### src/shared/fsio_pkg.sv
package fsio_pkg;
  // ==========================================================
  // Sizes
  localparam int N_IN      = 4;
  localparam int N_OUT     = 4;
  localparam int CNT_W     = 16;
  localparam int ADDR_W    = 4;

  // ==========================================================
  // Register map (word addresses on the plain port)
  localparam logic [3:0] A_POLARITY  = 4'h0;
  localparam logic [3:0] A_DEB_TIME  = 4'h1;
  localparam logic [3:0] A_HOLD_TIME = 4'h2;
  localparam logic [3:0] A_OUT_CFG   = 4'h3;
  localparam logic [3:0] A_OUT_CMD   = 4'h4;
  localparam logic [3:0] A_AUTO_TIME = 4'h5;
  localparam logic [3:0] A_PWR_CFG   = 4'h6;
  localparam logic [3:0] A_IN_STAT   = 4'h7;
  localparam logic [3:0] A_OUT_STAT  = 4'h8;
  localparam logic [3:0] A_IRQ_STAT  = 4'h9;
  localparam logic [3:0] A_IRQ_MASK  = 4'ha;
  localparam logic [3:0] A_SAFE_CFG  = 4'hb;

  // ==========================================================
  // Field positions
  localparam int F_ACCEPT   = 0;   // OUT_CFG[3:0]
  localparam int F_ADDRV    = 4;   // OUT_CFG[7:4]
  localparam int F_AUTOEN   = 8;   // OUT_CFG[11:8]
  localparam int F_SHARE_C  = 12;  // OUT_CFG[12]: pin c used as output
  localparam int F_SHARE_D  = 13;  // OUT_CFG[13]: pin d used as output
  localparam int F_SAFE_MODE = 0;  // SAFE_CFG[0]
  localparam int F_SAFE_VAL  = 4;  // SAFE_CFG[7:4]
  localparam int F_PWR_SEL   = 0;  // PWR_CFG[1:0]
  localparam int I_IN_CHG    = 0;  // IRQ bits [3:0] input change
  localparam int I_PWR_TRIP  = 4;
  localparam int I_LINK_LOST = 5;
  localparam int IRQ_W       = 6;

  // ==========================================================
  // Power rail choices and undervoltage thresholds (ADC codes)
  typedef enum logic [1:0] {
    FSIO_V12 = 2'h0,
    FSIO_V15 = 2'h1,
    FSIO_V24 = 2'h2
  } fsio_vsel_t;
  localparam logic [9:0] UV_12 = 10'h180;
  localparam logic [9:0] UV_15 = 10'h1e0;
  localparam logic [9:0] UV_24 = 10'h300;

  // ==========================================================
  // Retry timing at 40 MHz
  localparam int  CLK_HZ        = 40_000_000;
  localparam int  RETRY_ON_MS   = 100;
  localparam int  RETRY_PER_MS  = 1000;
  localparam int  RETRY_ON_CYC  = CLK_HZ / 1000 * RETRY_ON_MS;
  localparam int  RETRY_PER_CYC = CLK_HZ / 1000 * RETRY_PER_MS;

  localparam logic [CNT_W-1:0] CNT_ZERO = 16'h0000;
  localparam logic [CNT_W-1:0] CNT_ONE  = 16'h0001;
endpackage : fsio_pkg

### src/shared/fsio_filt_if.sv
`timescale 1ns/1ps
`default_nettype none
interface fsio_filt_if;
  import fsio_pkg::*;
  logic                tick;
  logic                raw;
  logic [CNT_W-1:0]    deb_time;
  logic [CNT_W-1:0]    hold_time;
  logic                status;
  modport ctl (output tick, output raw, output deb_time, output hold_time, input status);
  modport flt (input tick, input raw, input deb_time, input hold_time, output status);
endinterface : fsio_filt_if
`default_nettype wire

### src/rtl/fsio_top.sv
`timescale 1ns/1ps
`default_nettype none
module fsio_top (
  input  wire logic                 mclk_i,
  input  wire logic                 rst_b_i,
  input  wire logic                 half_cycle_tick_i,
  input  wire logic [fsio_pkg::N_IN-1:0] sense_pin_low_i,
  input  wire logic                 link_ok_i,
  input  wire logic [9:0]           rail_adc_i,
  input  wire logic [fsio_pkg::ADDR_W-1:0] reg_addr_i,
  input  wire logic [31:0]          reg_wdata_i,
  input  wire logic                 reg_wr_i,
  input  wire logic                 reg_rd_i,
  output logic      [31:0]          reg_rdata_o,
  output logic      [2:0]           sink_on_o,
  output logic      [2:0]           sink_oe_o,
  output logic                      sensor_power_rail_o,
  output logic      [1:0]           rail_vsel_o,
  output logic      [fsio_pkg::N_IN-1:0] in_status_o,
  output logic                      irq_o
);
  import fsio_pkg::*;

  // ==========================================================
  // Pin synchronisers
  logic [N_IN-1:0] pin_s1_r, pin_s2_r;
  logic            tick_s1_r, tick_s2_r, tick_s3_r;
  logic            link_s1_r, link_s2_r, link_d_r;
  logic [9:0]      adc_s1_r, adc_s2_r;

  always_ff @(posedge mclk_i or negedge rst_b_i) begin
    if (!rst_b_i) begin
      pin_s1_r  <= 4'h0;
      pin_s2_r  <= 4'h0;
      tick_s1_r <= 1'b0;
      tick_s2_r <= 1'b0;
      tick_s3_r <= 1'b0;
      link_s1_r <= 1'b0;
      link_s2_r <= 1'b0;
      link_d_r  <= 1'b0;
      adc_s1_r  <= 10'h000;
      adc_s2_r  <= 10'h000;
    end else begin
      pin_s1_r  <= sense_pin_low_i;
      pin_s2_r  <= pin_s1_r;
      tick_s1_r <= half_cycle_tick_i;
      tick_s2_r <= tick_s1_r;
      tick_s3_r <= tick_s2_r;
      link_s1_r <= link_ok_i;
      link_s2_r <= link_s1_r;
      link_d_r  <= link_s2_r;
      adc_s1_r  <= rail_adc_i;
      adc_s2_r  <= adc_s1_r;
    end
  end

  logic sample_tick;
  logic link_lost_ev;
  assign sample_tick  = tick_s2_r & ~tick_s3_r;
  assign link_lost_ev = link_d_r & ~link_s2_r;

  // ==========================================================
  // Configuration registers
  logic [N_IN-1:0]  pol_r, pol_nxt;
  logic [CNT_W-1:0] deb_t_r, deb_t_nxt, hold_t_r, hold_t_nxt, auto_t_r, auto_t_nxt;
  logic [13:0]      ocfg_r, ocfg_nxt;
  logic [1:0]       pwr_r, pwr_nxt;
  logic [7:0]       safe_r, safe_nxt;
  logic [IRQ_W-1:0] mask_r, mask_nxt, ista_r, ista_nxt;
  logic [31:0]      rdata_r, rdata_nxt;
  logic [N_OUT-1:0] cmd_wr;
  logic [N_OUT-1:0] cmd_val;
  logic [N_OUT-1:0] out_r, out_nxt;
  logic             tripped_r;
  logic [N_IN-1:0]  stat_w, stat_d_r;
  logic [N_IN-1:0]  in_used;
  logic [IRQ_W-1:0] ev;

  // Shared pins: input c vs output c, input d vs output b
  assign in_used = {~ocfg_r[F_SHARE_D], ~ocfg_r[F_SHARE_C], 2'b11};

  // All settings writable at any time over the command port
  always_comb begin
    pol_nxt    = pol_r;
    deb_t_nxt  = deb_t_r;
    hold_t_nxt = hold_t_r;
    auto_t_nxt = auto_t_r;
    ocfg_nxt   = ocfg_r;
    pwr_nxt    = pwr_r;
    safe_nxt   = safe_r;
    mask_nxt   = mask_r;
    cmd_wr     = 4'h0;
    cmd_val    = reg_wdata_i[N_OUT-1:0];
    rdata_nxt  = 32'h0000_0000;
    ista_nxt   = ista_r;
    if (reg_wr_i) begin
      unique case (reg_addr_i)
        A_POLARITY:  pol_nxt    = reg_wdata_i[N_IN-1:0];
        A_DEB_TIME:  deb_t_nxt  = reg_wdata_i[CNT_W-1:0];
        A_HOLD_TIME: hold_t_nxt = reg_wdata_i[CNT_W-1:0];
        A_AUTO_TIME: auto_t_nxt = reg_wdata_i[CNT_W-1:0];
        A_OUT_CFG:   ocfg_nxt   = reg_wdata_i[13:0];
        A_OUT_CMD:   cmd_wr     = reg_wdata_i[N_OUT+N_OUT-1:N_OUT];
        A_PWR_CFG:   pwr_nxt    = reg_wdata_i[1:0];
        A_SAFE_CFG:  safe_nxt   = reg_wdata_i[7:0];
        A_IRQ_MASK:  mask_nxt   = reg_wdata_i[IRQ_W-1:0];
        default: ;
      endcase
    end
    if (reg_rd_i) begin
      unique case (reg_addr_i)
        A_POLARITY:  rdata_nxt = {28'h0, pol_r};
        A_DEB_TIME:  rdata_nxt = {16'h0, deb_t_r};
        A_HOLD_TIME: rdata_nxt = {16'h0, hold_t_r};
        A_AUTO_TIME: rdata_nxt = {16'h0, auto_t_r};
        A_OUT_CFG:   rdata_nxt = {18'h0, ocfg_r};
        A_PWR_CFG:   rdata_nxt = {30'h0, pwr_r};
        A_SAFE_CFG:  rdata_nxt = {24'h0, safe_r};
        A_IN_STAT:   rdata_nxt = {28'h0, stat_d_r};
        A_OUT_STAT:  rdata_nxt = {27'h0, tripped_r, out_r};
        A_IRQ_STAT:  rdata_nxt = {26'h0, ista_r};
        A_IRQ_MASK:  rdata_nxt = {26'h0, mask_r};
        default:     rdata_nxt = 32'h0000_0000;
      endcase
      if (reg_addr_i == A_IRQ_STAT) begin
        ista_nxt = 6'h00;
      end
    end
    // Set wins over the read-clear
    ista_nxt = ista_nxt | ev;
  end

  always_ff @(posedge mclk_i or negedge rst_b_i) begin
    if (!rst_b_i) begin
      pol_r    <= 4'hf;
      deb_t_r  <= 16'h0001;
      hold_t_r <= 16'h0000;
      auto_t_r <= 16'h0000;
      ocfg_r   <= 14'h0000;
      pwr_r    <= 2'h0;
      safe_r   <= 8'h00;
      mask_r   <= 6'h00;
      ista_r   <= 6'h00;
      rdata_r  <= 32'h0000_0000;
    end else begin
      pol_r    <= pol_nxt;
      deb_t_r  <= deb_t_nxt;
      hold_t_r <= hold_t_nxt;
      auto_t_r <= auto_t_nxt;
      ocfg_r   <= ocfg_nxt;
      pwr_r    <= pwr_nxt;
      safe_r   <= safe_nxt;
      mask_r   <= mask_nxt;
      ista_r   <= ista_nxt;
      rdata_r  <= rdata_nxt;
    end
  end

  // ==========================================================
  // Input conditioning, one filter per input
  for (genvar i = 0; i < N_IN; i++) begin : g_in
    fsio_filt_if fi ();
    assign fi.tick      = sample_tick;
    // Pin low means grounded; polarity 1 inverts
    assign fi.raw       = in_used[i] & (pin_s2_r[i] ^ pol_r[i]);
    assign fi.deb_time  = deb_t_r;
    assign fi.hold_time = hold_t_r;
    assign stat_w[i]    = fi.status;
    fsio_filter u_filt (
      .mclk_i  (mclk_i),
      .rst_b_i (rst_b_i),
      .f       (fi.flt)
    );
  end

  always_ff @(posedge mclk_i or negedge rst_b_i) begin
    if (!rst_b_i) begin
      stat_d_r <= 4'h0;
    end else begin
      stat_d_r <= stat_w;
    end
  end

  // ==========================================================
  // Output control with auto-off timers
  logic [CNT_W-1:0] auto_cnt_r [N_OUT];
  logic [CNT_W-1:0] auto_cnt_nxt [N_OUT];
  logic [N_OUT-1:0] accept;
  assign accept = ocfg_r[F_ACCEPT +: N_OUT] & ocfg_r[F_ADDRV +: N_OUT];

  always_comb begin
    out_nxt = out_r;
    for (int k = 0; k < N_OUT; k++) begin
      auto_cnt_nxt[k] = auto_cnt_r[k];
      if (cmd_wr[k] && accept[k]) begin
        out_nxt[k]      = cmd_val[k];
        auto_cnt_nxt[k] = auto_t_r;
      end else if (out_r[k] && ocfg_r[F_AUTOEN + k]) begin
        if (auto_cnt_r[k] == CNT_ZERO) begin
          out_nxt[k] = 1'b0;
        end else begin
          auto_cnt_nxt[k] = auto_cnt_r[k] - CNT_ONE;
        end
      end
    end
    if (link_lost_ev && safe_r[F_SAFE_MODE]) begin
      out_nxt = safe_r[F_SAFE_VAL +: N_OUT];
    end
  end

  always_ff @(posedge mclk_i or negedge rst_b_i) begin
    if (!rst_b_i) begin
      out_r <= 4'h0;
      for (int k = 0; k < N_OUT; k++) begin
        auto_cnt_r[k] <= CNT_ZERO;
      end
    end else begin
      out_r <= out_nxt;
      for (int k = 0; k < N_OUT; k++) begin
        auto_cnt_r[k] <= auto_cnt_nxt[k];
      end
    end
  end

  // ==========================================================
  // Power rail protection and retry
  localparam logic [25:0] ON_CYC  = 26'(RETRY_ON_CYC);
  localparam logic [25:0] PER_CYC = 26'(RETRY_PER_CYC);
  logic [25:0] rt_cnt_r, rt_cnt_nxt;
  logic        tripped_nxt;
  logic [9:0]  uv_th;
  logic        uv;
  logic        rail_drive;

  always_comb begin
    unique case (pwr_r)
      FSIO_V15: uv_th = UV_15;
      FSIO_V24: uv_th = UV_24;
      default:  uv_th = UV_12;
    endcase
  end
  assign uv = adc_s2_r < uv_th;

  always_comb begin
    tripped_nxt = tripped_r;
    rt_cnt_nxt  = rt_cnt_r;
    if (!out_r[3]) begin
      tripped_nxt = 1'b0;
      rt_cnt_nxt  = 26'h0;
    end else if (!tripped_r) begin
      if (uv) begin
        tripped_nxt = 1'b1;
        rt_cnt_nxt  = 26'h0;
      end
    end else begin
      // Rail checked only at the end of its retry window, the last part of each period
      if (rt_cnt_r == PER_CYC - 26'h1) begin
        rt_cnt_nxt = 26'h0;
        if (!uv) begin
          tripped_nxt = 1'b0;
        end
      end else begin
        rt_cnt_nxt = rt_cnt_r + 26'h1;
      end
    end
  end

  always_ff @(posedge mclk_i or negedge rst_b_i) begin
    if (!rst_b_i) begin
      tripped_r <= 1'b0;
      rt_cnt_r  <= 26'h0;
    end else begin
      tripped_r <= tripped_nxt;
      rt_cnt_r  <= rt_cnt_nxt;
    end
  end

  // Retry window: off after a trip, then driven for the last 100 ms of each second
  assign rail_drive = out_r[3] & (~tripped_r | (rt_cnt_r >= PER_CYC - ON_CYC));

  // ==========================================================
  // Events and outputs
  assign ev = {link_lost_ev, tripped_nxt & ~tripped_r, stat_w ^ stat_d_r};

  always_ff @(posedge mclk_i or negedge rst_b_i) begin
    if (!rst_b_i) begin
      sink_on_o           <= 3'h0;
      sink_oe_o           <= 3'h0;
      sensor_power_rail_o <= 1'b0;
    end else begin
      // Sink on means pulling low; a shared pin in input use never sinks
      sink_on_o           <= out_r[2:0] & {ocfg_r[F_SHARE_C], ocfg_r[F_SHARE_D], 1'b1};
      sink_oe_o           <= out_r[2:0] & {ocfg_r[F_SHARE_C], ocfg_r[F_SHARE_D], 1'b1};
      sensor_power_rail_o <= rail_drive;
    end
  end

  assign rail_vsel_o = pwr_r;
  assign in_status_o = stat_d_r;
  assign reg_rdata_o = rdata_r;
  assign irq_o       = |(ista_r & mask_r);
endmodule : fsio_top
`default_nettype wire

### src/rtl/fsio_filter.sv
`timescale 1ns/1ps
`default_nettype none
module fsio_filter (
  input  wire logic   mclk_i,
  input  wire logic   rst_b_i,
  fsio_filt_if.flt    f
);
  import fsio_pkg::*;

  logic [CNT_W-1:0] deb_r, deb_nxt, hold_r, hold_nxt;
  logic             stat_r, stat_nxt;

  // ==========================================================
  // Debounce then hold, counted in half-cycle ticks
  always_comb begin
    deb_nxt  = deb_r;
    hold_nxt = hold_r;
    stat_nxt = stat_r;
    if (f.tick) begin
      if (f.raw) begin
        hold_nxt = CNT_ZERO;
        if (!stat_r) begin
          if (deb_r + CNT_ONE >= f.deb_time) begin
            stat_nxt = 1'b1;
            deb_nxt  = CNT_ZERO;
          end else begin
            deb_nxt = deb_r + CNT_ONE;
          end
        end
      end else begin
        deb_nxt = CNT_ZERO;
        if (stat_r) begin
          if (hold_r >= f.hold_time) begin
            stat_nxt = 1'b0;
            hold_nxt = CNT_ZERO;
          end else begin
            hold_nxt = hold_r + CNT_ONE;
          end
        end
      end
    end
  end

  always_ff @(posedge mclk_i or negedge rst_b_i) begin
    if (!rst_b_i) begin
      deb_r  <= CNT_ZERO;
      hold_r <= CNT_ZERO;
      stat_r <= 1'b0;
    end else begin
      deb_r  <= deb_nxt;
      hold_r <= hold_nxt;
      stat_r <= stat_nxt;
    end
  end

  assign f.status = stat_r;
endmodule : fsio_filter
`default_nettype wire

### config.mk
export PLATFORM = sky130hd
export DESIGN_NAME = fsio_top
export DESIGN_NICKNAME = d
export VERILOG_FILES = /design/src/shared/fsio_pkg.sv /design/src/shared/fsio_filt_if.sv /design/src/rtl/fsio_top.sv /design/src/rtl/fsio_filter.sv
export SDC_FILE = /design/constraint.sdc
export NUM_CORES = 1
export LEC_CHECK = 0
export ABC_AREA = 0
export BUFFER_PORTS_ARGS = -buffer_cell sky130_fd_sc_hd__buf_2
export CORE_MARGIN = 5
export CORE_UTILIZATION = 60
export CTS_CLUSTER_DIAMETER = 200
export CTS_CLUSTER_SIZE = 8
export DETAILED_ROUTE_END_ITERATION = 7
export GPL_TIMING_DRIVEN = 0
export PLACE_DENSITY = 0.83
export SLEW_MARGIN = 25
export SYNTH_ARGS = -nofsm -noshare
export SYNTH_HDL_FRONTEND = slang
export SYNTH_SLANG_ARGS = --single-unit
export TNS_END_PERCENT = 50
### constraint.sdc
create_clock -name mclk_i -period 4.4 [get_ports mclk_i]
set_clock_uncertainty 0.2 [all_clocks]
set_input_delay 0.88 -clock mclk_i [delete_from_list [all_inputs] [get_ports mclk_i]]
set_output_delay 0.88 -clock mclk_i [all_outputs]
set_load 0.01 [all_outputs]
==> flow_results.org, run 1 <==
** Status
- The run finished with clean final reports.

** Clock tree
- Counting every sink on the clock net gives 363.
- Clock tree synthesis selected as its root buffer the cell clkbuf_16.
- Maximum buffer depth of the clock tree :: 3
- Clock slew at the register clock pins of the worst setup and hold paths :: 50 ps
- TritonCTS created 51 clock buffers.
- TritonCTS built the clock tree.
- Clk_lat worst skew :: 610 ps
- In this run the number of H-tree levels came out at 2.

** Timing
- RSZ-0062 raised after global routing :: yes
- The number of failing hold endpoints at the final stage came to 0.
- Timing would allow up to 0.243 GHz.
- Post-layout min period :: 4120 ps
- Portion of the clock cycle consumed by the worst path in the final layout :: 93.6%
- Final Setup Violations :: 0
- Post-Route Setup TNS :: 0 ps
- The number of pins with negative max-slew slack in the final report came to 0.
- Setup slack closes at 280 ps.
- Headroom to the max-slew limit came out at 37.5%.
- Worst Tran Pin Value :: 930 ps

** Synthesis
- Count of unique library cells instantiated by Yosys :: 79
- Most instantiated cells after synthesis :: dfrtp_1 (358), nand2_1 (240), nor2_1 (162), ha_1 (145), o21ai_0 (144)
- In the synthesized netlist the dominant register cell turns out to be dfrtp_1.
- Xor/xnor cell area share of the yosys netlist :: 6.24%
- Averaged over all synthesized cells, the footprint is 9.53 um2.
- After Yosys synthesis, and, or, nand and nor cells account for 19.2% of the synthesized area.
- Compound-cell area share of the yosys netlist :: 14.9%
- After Yosys synthesis, full adders, half adders and majority gates account for 8.62% of the synthesized area.
- Number of enable-type register cells in the synthesized netlist :: 0
- Multiplexer cells account for 4.31% of the synthesized area.
- Post-synth design cell area :: 21000 um2
- Count of yosys warnings during synthesis :: 0
- Counting every instance in the synthesized netlist gives 2207.
- The synthesized design spends more area on one cell type than any other, namely dfrtp_1.
- Most frequent cell after synthesis :: dfrtp_1
- The synthesized design contains 363 register bits.
- Proportion of netlist area held by the largest area contributor :: 42.6%
- By area, the combinational part of the netlist is dominated by simple AND/OR/NAND/NOR gates.
- Async set-or-reset flop fraction in the synthesized netlist :: 100%
- By area the synthesized netlist is led by dfrtp_1 (43%), ha_1 (8.6%), nand2_1 (4.3%).
- Sequential share of the synthesized area :: 43.2%

** Power and ir drop
- Registers are responsible for 43.4% of the overall power.
- Clk network pwr share :: 35.5%
- Design Power :: 10.2 mW
- Net switching is 33.2% of the power.
- Total power density per cell area :: 432 nW/um2
- Share of total power in combinational logic :: 21.1%
- Net switching power :: 3.39 mW
- Lkg Pwr :: 10.5 nW
- The internal portion of the total power is 6.80 mW.
- IR analysis of the VDD net gives a maximum drop of 0.336 mV.

** Global routing
- Global-route wire length before repair :: 92800 um
- The via count of the first global-routing pass was 17913.
- Entering global routing, the biggest net connects 97 pins.
- Overflow left after global routing :: 0
- Antenna violations before repair :: 0
- Global routing used 29.3% of the available tracks across all layers.

** Setup path
- Maximum single-stage delay on the critical path :: 550 ps
- Critical path class :: reg2reg
- Along the worst path, the maximum fanout reaches 10.
- Arrival time of data at the critical path endpoint :: 4380 ps
- Element type at the critical path end :: flop
- Traced cell by cell, the critical path runs through clkbuf_1 > nand4_1 > nor4_2 > nand3_1 > xnor2_1 > ha_1 > and4_1 > nand4_1 > or4_1 > nand3_1 > buf_1 > o21ai_0 > a21o_1.
- STA puts the critical path data required time at 4660 ps.
- Worst-path cell with the longest stage delay :: nor4_2
- CP startpoint :: g_in[2].u_filt.deb_r[2]
- Category of the worst setup path launch point :: flop
- The worst register-to-register path begins at g_in[2].u_filt.deb_r[2].

** Die
- Standard-cell rows :: 68
- The initial utilization of the core area, before any placement, comes to 60.9%.
- Vertical extent of the die :: 197 um
- Boundary pin count :: 102
- Die width :: 197 um
- The total area inside the core boundary comes to 34500 um2.
- The die covers 38900 um2.

** Placement
- The count of buffers added on input and output ports is 62.
- HPWL after detailed placement :: 40500 um
- At the end of routability-driven placement, the weighted congestion stood at 0.939.
- Before CTS, the worst setup slack after placement is 74.5 ps.
- Area after detailed placement :: 22100 um2

** Layout
- Area added between synthesis and finish :: 12.2%
- Number of nets in the layout :: 2544
- The repair_antennas step left the layout with diodes totalling 0.
- Fraction of layout cells with a size suffix above 1 :: 11.5%
- Final std cell area, no fill :: 23600 um2

** Routing
- Final routed wirelength across all metal layers :: 56800 um
- Via Count :: 17805
- Count of nets left with antenna violations after detail routing :: 0
- DR DRC count :: 0
- Average vias per placed instance :: 6.30
- Detail-routed net length per standard cell :: 20.1 um
- For this block, the initial DRC count from the detailed router was 1764.
- Count of TritonRoute iterations in the first routing pass :: 6

** Job
- The tool flagged a number of max-cap violations equal to 0.

** Min path
- The worst hold path belongs to the class reg2reg.
- Beginning of the worst hold path :: link_s1_r
==> metrics by stage <==
stage	instances	utilization, %	hold slack [ps]
2_1_floorplan	2222	-	131
3_3_place_gp	2739	63.6	135
3_5_place_dp	2743	64.0	135
4_1_cts	2823	68.2	147
5_1_grt	2824	68.3	154
6_report	2824	68.3	146
==> power by group through the flow <==
stage | combinational [mW] | clock [mW] | sequential (mW)
5_1_grt | 2.41 | 3.81 | 4.47
4_1_cts | 2.14 | 3.66 | 4.40
6_report | 2.15 | 3.61 | 4.43
3_5_place_dp | 2.11 | 0 | 4.44
2_1_floorplan | 1.45 | 0 | 4.21
3_3_place_gp | 1.97 | 0 | 4.41
==> layout make-up <==
class	count	area (um2)
clock buffers	75	1370
clock inverters	4	83.8
well taps	455	569
flip-flops and latches	363	9090
inverters	77	289
plain buffers	93	449
repair buffers	69	455
multi-input cells	1688	11300
fillers	2573	10900
==> cells by family after synthesis <==
logic type / count (synthesis)
xor gates and xnor gates: 149
and+or+nand+nor: 803
other: 1
DFF: 363
muxes: 81
buffers and inverters: 171
AOI/OAI and AO/OA: 494
adders and majority gates: 145
==> state kept, by name, indices dropped and copies added (netlist names), 8 cells and up <==
register,flops
deb_t_r,16
safe_r,8
g_in.u_filt.deb_r,64
ocfg_r,14
auto_t_r,16
reg_rdata_o,16
g_in.u_filt.hold_r,64
g_in.fi.hold_time,16
rt_cnt_r,26
auto_cnt_r,64
==> what timing repair did <==
| item | CTS | global route |
|---|---|---|
| gates resized for setup | 0 | 7 |
| hold endpoints to repair | 37 | 0 |
| setup endpoints to repair | 0 | 33 |
| buffers inserted | 0 | 2 |
| hold buffers | 1 | 0 |
==> worst paths after layout <==
check	to	slack [ps]	cells past startpoint
max	g_in[2].u_filt.deb_r[5]	280	13
min	link_s2_r	150	0
max reg2reg	g_in[2].u_filt.deb_r[5]	280	13
min reg2reg	link_s2_r	150	0
max in group asynchronous	pol_r[0]	2300	4
min in group asynchronous	auto_cnt_r[57]	550	2
==> per-layer routing <==
layer	GRT usage (%)	routed length [um]	share of wire (%)	up-vias
li1	-	-	-	8226
met1	38.4	22900	40	8708
met2	48.0	27100	48	700
met3	4.93	4390	7.7	171
met4	12.9	2460	4.3	0
met5	0	0	0	-
==> worst max-delay path: cells and delay by family, from the launching register on <==
kind | cells | cell delay (ps)
flops | 1 | 320
simple gates | 7 | 1990
xor+xnor | 1 | 180
fa+ha+maj | 1 | 290
compound gates | 2 | 360
buf+inv | 2 | 660
==> placed cells by master (no fill, tap or decap), drive strengths merged, types with 51 or more instances in the layout <==
master  Yosys  layout
ha        145     145
clkbuf     59     132
buf        35     104
nand3      85      85
xnor2      90      90
nand2     240     240
dfrtp     358     358
mux2       77      77
nor2      163     163
inv        77      77
xor2       59      59
nor3       51      51
a21oi     124     124
o21ai     149     149
(Power assumes the default switching activity.)
==> run 2, diff against run 1 <==
Settings changed: CORE_UTILIZATION 60 to 40, PLACE_DENSITY 0.83 to 0.56.
==> flow_results.org, run 2 (synthesized netlist as in run 1, its figures left out) <==
** Status
- Status: complete, no violations (unchanged).

** Timing
- RSZ-0062 raised after global routing :: yes (unchanged)
- The final count of negative-setup-slack endpoints was 0 (unchanged).
- The clock period minus worst slack is 4180 ps (was 4120 ps).
- Post-Route Setup TNS :: 0 ps (unchanged)
- Maximum operating frequency :: 0.239 GHz (was 0.243 GHz)
- Portion of the clock cycle consumed by the worst path in the final layout :: 95.0% (was 93.6%)
- Remaining max-slew budget at the tightest pin :: 33.9% (was 37.5%)
- Worst Tran Pin Value :: 984 ps (was 930 ps)
- The worst hold margin came to 43.2 ps (was 146 ps).
- The number of pins with negative max-slew slack in the final report was 0 (unchanged).
- The number of failing hold endpoints at the final stage was 0 (unchanged).
- The post-route worst setup slack came to 222 ps (was 280 ps).

** Clock tree
- The number of hold-repair buffers added at the cts stage came to 0 (was 1).
- The clock tree from TritonCTS is done (unchanged).
- Maximum buffer depth of the clock tree :: 3 (unchanged)
- Clk root buf :: clkbuf_16 (unchanged)
- TritonCTS Buffers :: 51 (unchanged)
- The number of clock sinks was 363 (unchanged).
- The clock latency at the later pin of the worst-skew pair is 610 ps (about the same).
- Clock slew at the register clock pins of the worst setup and hold paths :: 50 ps (about the same)
- The number of H-tree levels came to 2 (unchanged).

** Routing
- The average via count per standard cell was 5.57 (was 6.30).
- The first-iteration detailed-routing DRC count is 1088 (was 1764).
- DR DRC count :: 0 (unchanged)
- The routed via count was 17002 (was 17805).
- Detail-routed net length per standard cell :: 19.4 um (was 20.1 um)
- Count of TritonRoute iterations in the first routing pass :: 8 (was 6)
- The antenna violation net count after detailed routing came to 0 (unchanged).
- Final routed wirelength across all metal layers :: 59100 um (was 56800 um)

** Layout
- Largest registers in the final layout :: auto_cnt_r (64), g_in.u_filt.deb_r (64), g_in.u_filt.hold_r (64) (unchanged)
- The ratio of cells with drive above 1 in the final layout was 11.5% (about the same).
- Sequential cell area :: 9090 um2 (unchanged)
- Area added between synthesis and finish :: 13.4% (was 12.2%)
- Commonest cells after routing, fill and taps aside :: dfrtp_1 (358), nand2_1 (240), nor2_1 (161) (unchanged)
- The area taken by multi-input logic gates is 11300 um2 (about the same).
- Most common cell after layout, fill and taps aside :: dfrtp_1 (unchanged)
- Fill count :: 4972 (was 2573)
- Number of nets in the layout :: 2543 (was 2544)

** Global routing
- Routing usage on met3 :: 3.13% (was 4.93%)
- Global-route usage over all layers :: 20.5% (was 29.3%)
- Antenna violations before repair :: 1 (was 0)
- Via count of the first global-routing pass :: 16853 (was 17913)
- The first-pass GRT wire length came to 94300 um (was 92800 um).
- The global-route congestion overflow total came to 0 (unchanged).
- The met2 global-route usage came to 33.2% (was 48.0%).
- The pin count of the biggest net entering global routing came to 88 (was 97).
- The layer carrying the most global-route usage was met2 (unchanged).
- Fraction of met1 tracks used by global routing :: 28.4% (was 38.4%)

** Placement
- The number of buffer cells added on primary ports was 62 (unchanged).
- Post-Place Setup Slack :: 116 ps (was 74.5 ps)
- Placer's final routability congestion estimate :: 0.924 (was 0.939)
- The detailed placement HPWL is 42700 um (was 40500 um).

** Setup path
- Category of the worst setup path launch point :: flop (unchanged)
- Critical Path, Cell by Cell :: clkbuf_1 > nand4_1 > nor4_2 > nand3_1 > xnor2_1 > ha_1 > and4_1 > nand4_1 > or4_1 > nand3_1 > clkbuf_1 > o21ai_0 > a21o_1 (was clkbuf_1 > nand4_1 > nor4_2 > nand3_1 > xnor2_1 > ha_1 > and4_1 > nand4_1 > or4_1 > nand3_1 > buf_1 > o21ai_0 > a21o_1)
- Critical path class :: reg2reg (unchanged)
- The required time of the worst setup path is 4660 ps (about the same).
- The setup slack of the most critical reg-to-reg path is 220 ps (was 280 ps).
- Depth of the worst register-to-register path :: 13 (unchanged)
- The nature of the critical path endpoint is a flop (unchanged).
- Maximum single-stage delay on the critical path :: 640 ps (was 550 ps)
- The data arrival time of the critical path is 4440 ps (was 4380 ps).
- The maximum fanout along the worst path was 10 (unchanged).
- The critical-path cell with the highest stage delay is nor4_2 (unchanged).

** Die
- Die Outline Area :: 57300 um2 (was 38900 um2)
- Die width :: 239 um (was 197 um)
- Standard-cell rows :: 84 (was 68)
- Area of the core region :: 52300 um2 (was 34500 um2)
- Boundary pin count :: 102 (unchanged)
- Vertical extent of the die :: 239 um (was 197 um)
- The starting density of the core is 40.2% (was 60.9%).

** Power and ir drop
- Lkg Pwr :: 10.5 nW (about the same)
- The worst-case vdd ir drop came to 0.316 mV (was 0.336 mV).
- Total power density per cell area :: 427 nW/um2 (was 432 nW/um2)

** Job
- The max-capacitance violation count was 0 (unchanged).

** Min path
- Hold Path Class :: in2async (was reg2reg)
-- run 2: changes by cell type in the layout (fill, tap and decap cells not counted), sizes merged --
cell,previous run,this run
diode,0,1
dlygate4sd3,1,0
clkinv,3,2
buf,104,102
clkbuf,132,130
inv,77,78
-- run 2: repair_timing --
action / 4_1_cts / 5_1_grt
buffers inserted: 0 / 1
gates resized for setup: 0 / 7
setup endpoints to repair: 0 / 45
-- run 2: critical path: cells and delay by family (launching register included) --
kind	cells	cell delay, ps
AOI/OAI and AO/OA	2	350
and+or+nand+nor	7	2100
buffers and inverters	2	610
xor gates and xnor gates	1	180
adders and majority gates	1	300
DFF	1	310
-- run 2: worst paths after layout --
kind / start / end
setup / recovery: g_in[2].u_filt.deb_r[2] / g_in[2].u_filt.deb_r[5]
hold / removal: rst_b_i / adc_s1_r[5]
setup reg to reg: g_in[2].u_filt.deb_r[2] / g_in[2].u_filt.deb_r[5]
hold reg to reg: pin_s1_r[2] / pin_s2_r[2]
max in group asynchronous: rst_b_i / g_in[3].u_filt.deb_r[10]
min in group mclk_i: pin_s1_r[2] / pin_s2_r[2]
-- run 2: area by class of cell --
| class | instances | share of cell area [%] |
|---|---|---|
| timing repair buffer | 67 | 1.84 |
| clock inverter | 4 | 0.309 |
| inverter | 77 | 1.21 |
| clock buffer | 71 | 5.66 |
| multi-input combinational | 1688 | 47.4 |
| antenna | 1 | 0.0105 |
| buffer | 94 | 1.90 |
| sequential | 363 | 38.1 |
| tap | 688 | 3.61 |
-- run 2: where the power goes --
group / leakage, nW / internal [mW] / switching, mW
Sequential: 4.51 / 3.80 / 0.616
Clock: 0.680 / 2.11 / 1.51
Combinational: 5.31 / 0.863 / 1.27
-- run 2: routing by layer --
layer | wire length, um | vias up
li1 | - | 8228
met1 | 27300 | 8307
met2 | 27400 | 379
met3 | 2800 | 88
met4 | 1650 | 0
met5 | 0 | -
-- run 2: through the flow --
stage | power, mW | instances | cell area [um2] | util (%)
after floorplan | 5.67 | 2222 | 21100 | -
after global placement | 6.49 | 2972 | 22300 | 42.5
after detailed placement | 6.59 | 2976 | 22400 | 42.8
after CTS | 10.3 | 3051 | 23800 | 45.5
after global routing | 10.7 | 3053 | 23900 | 45.6
final | 10.2 | 3053 | 23900 | 45.6
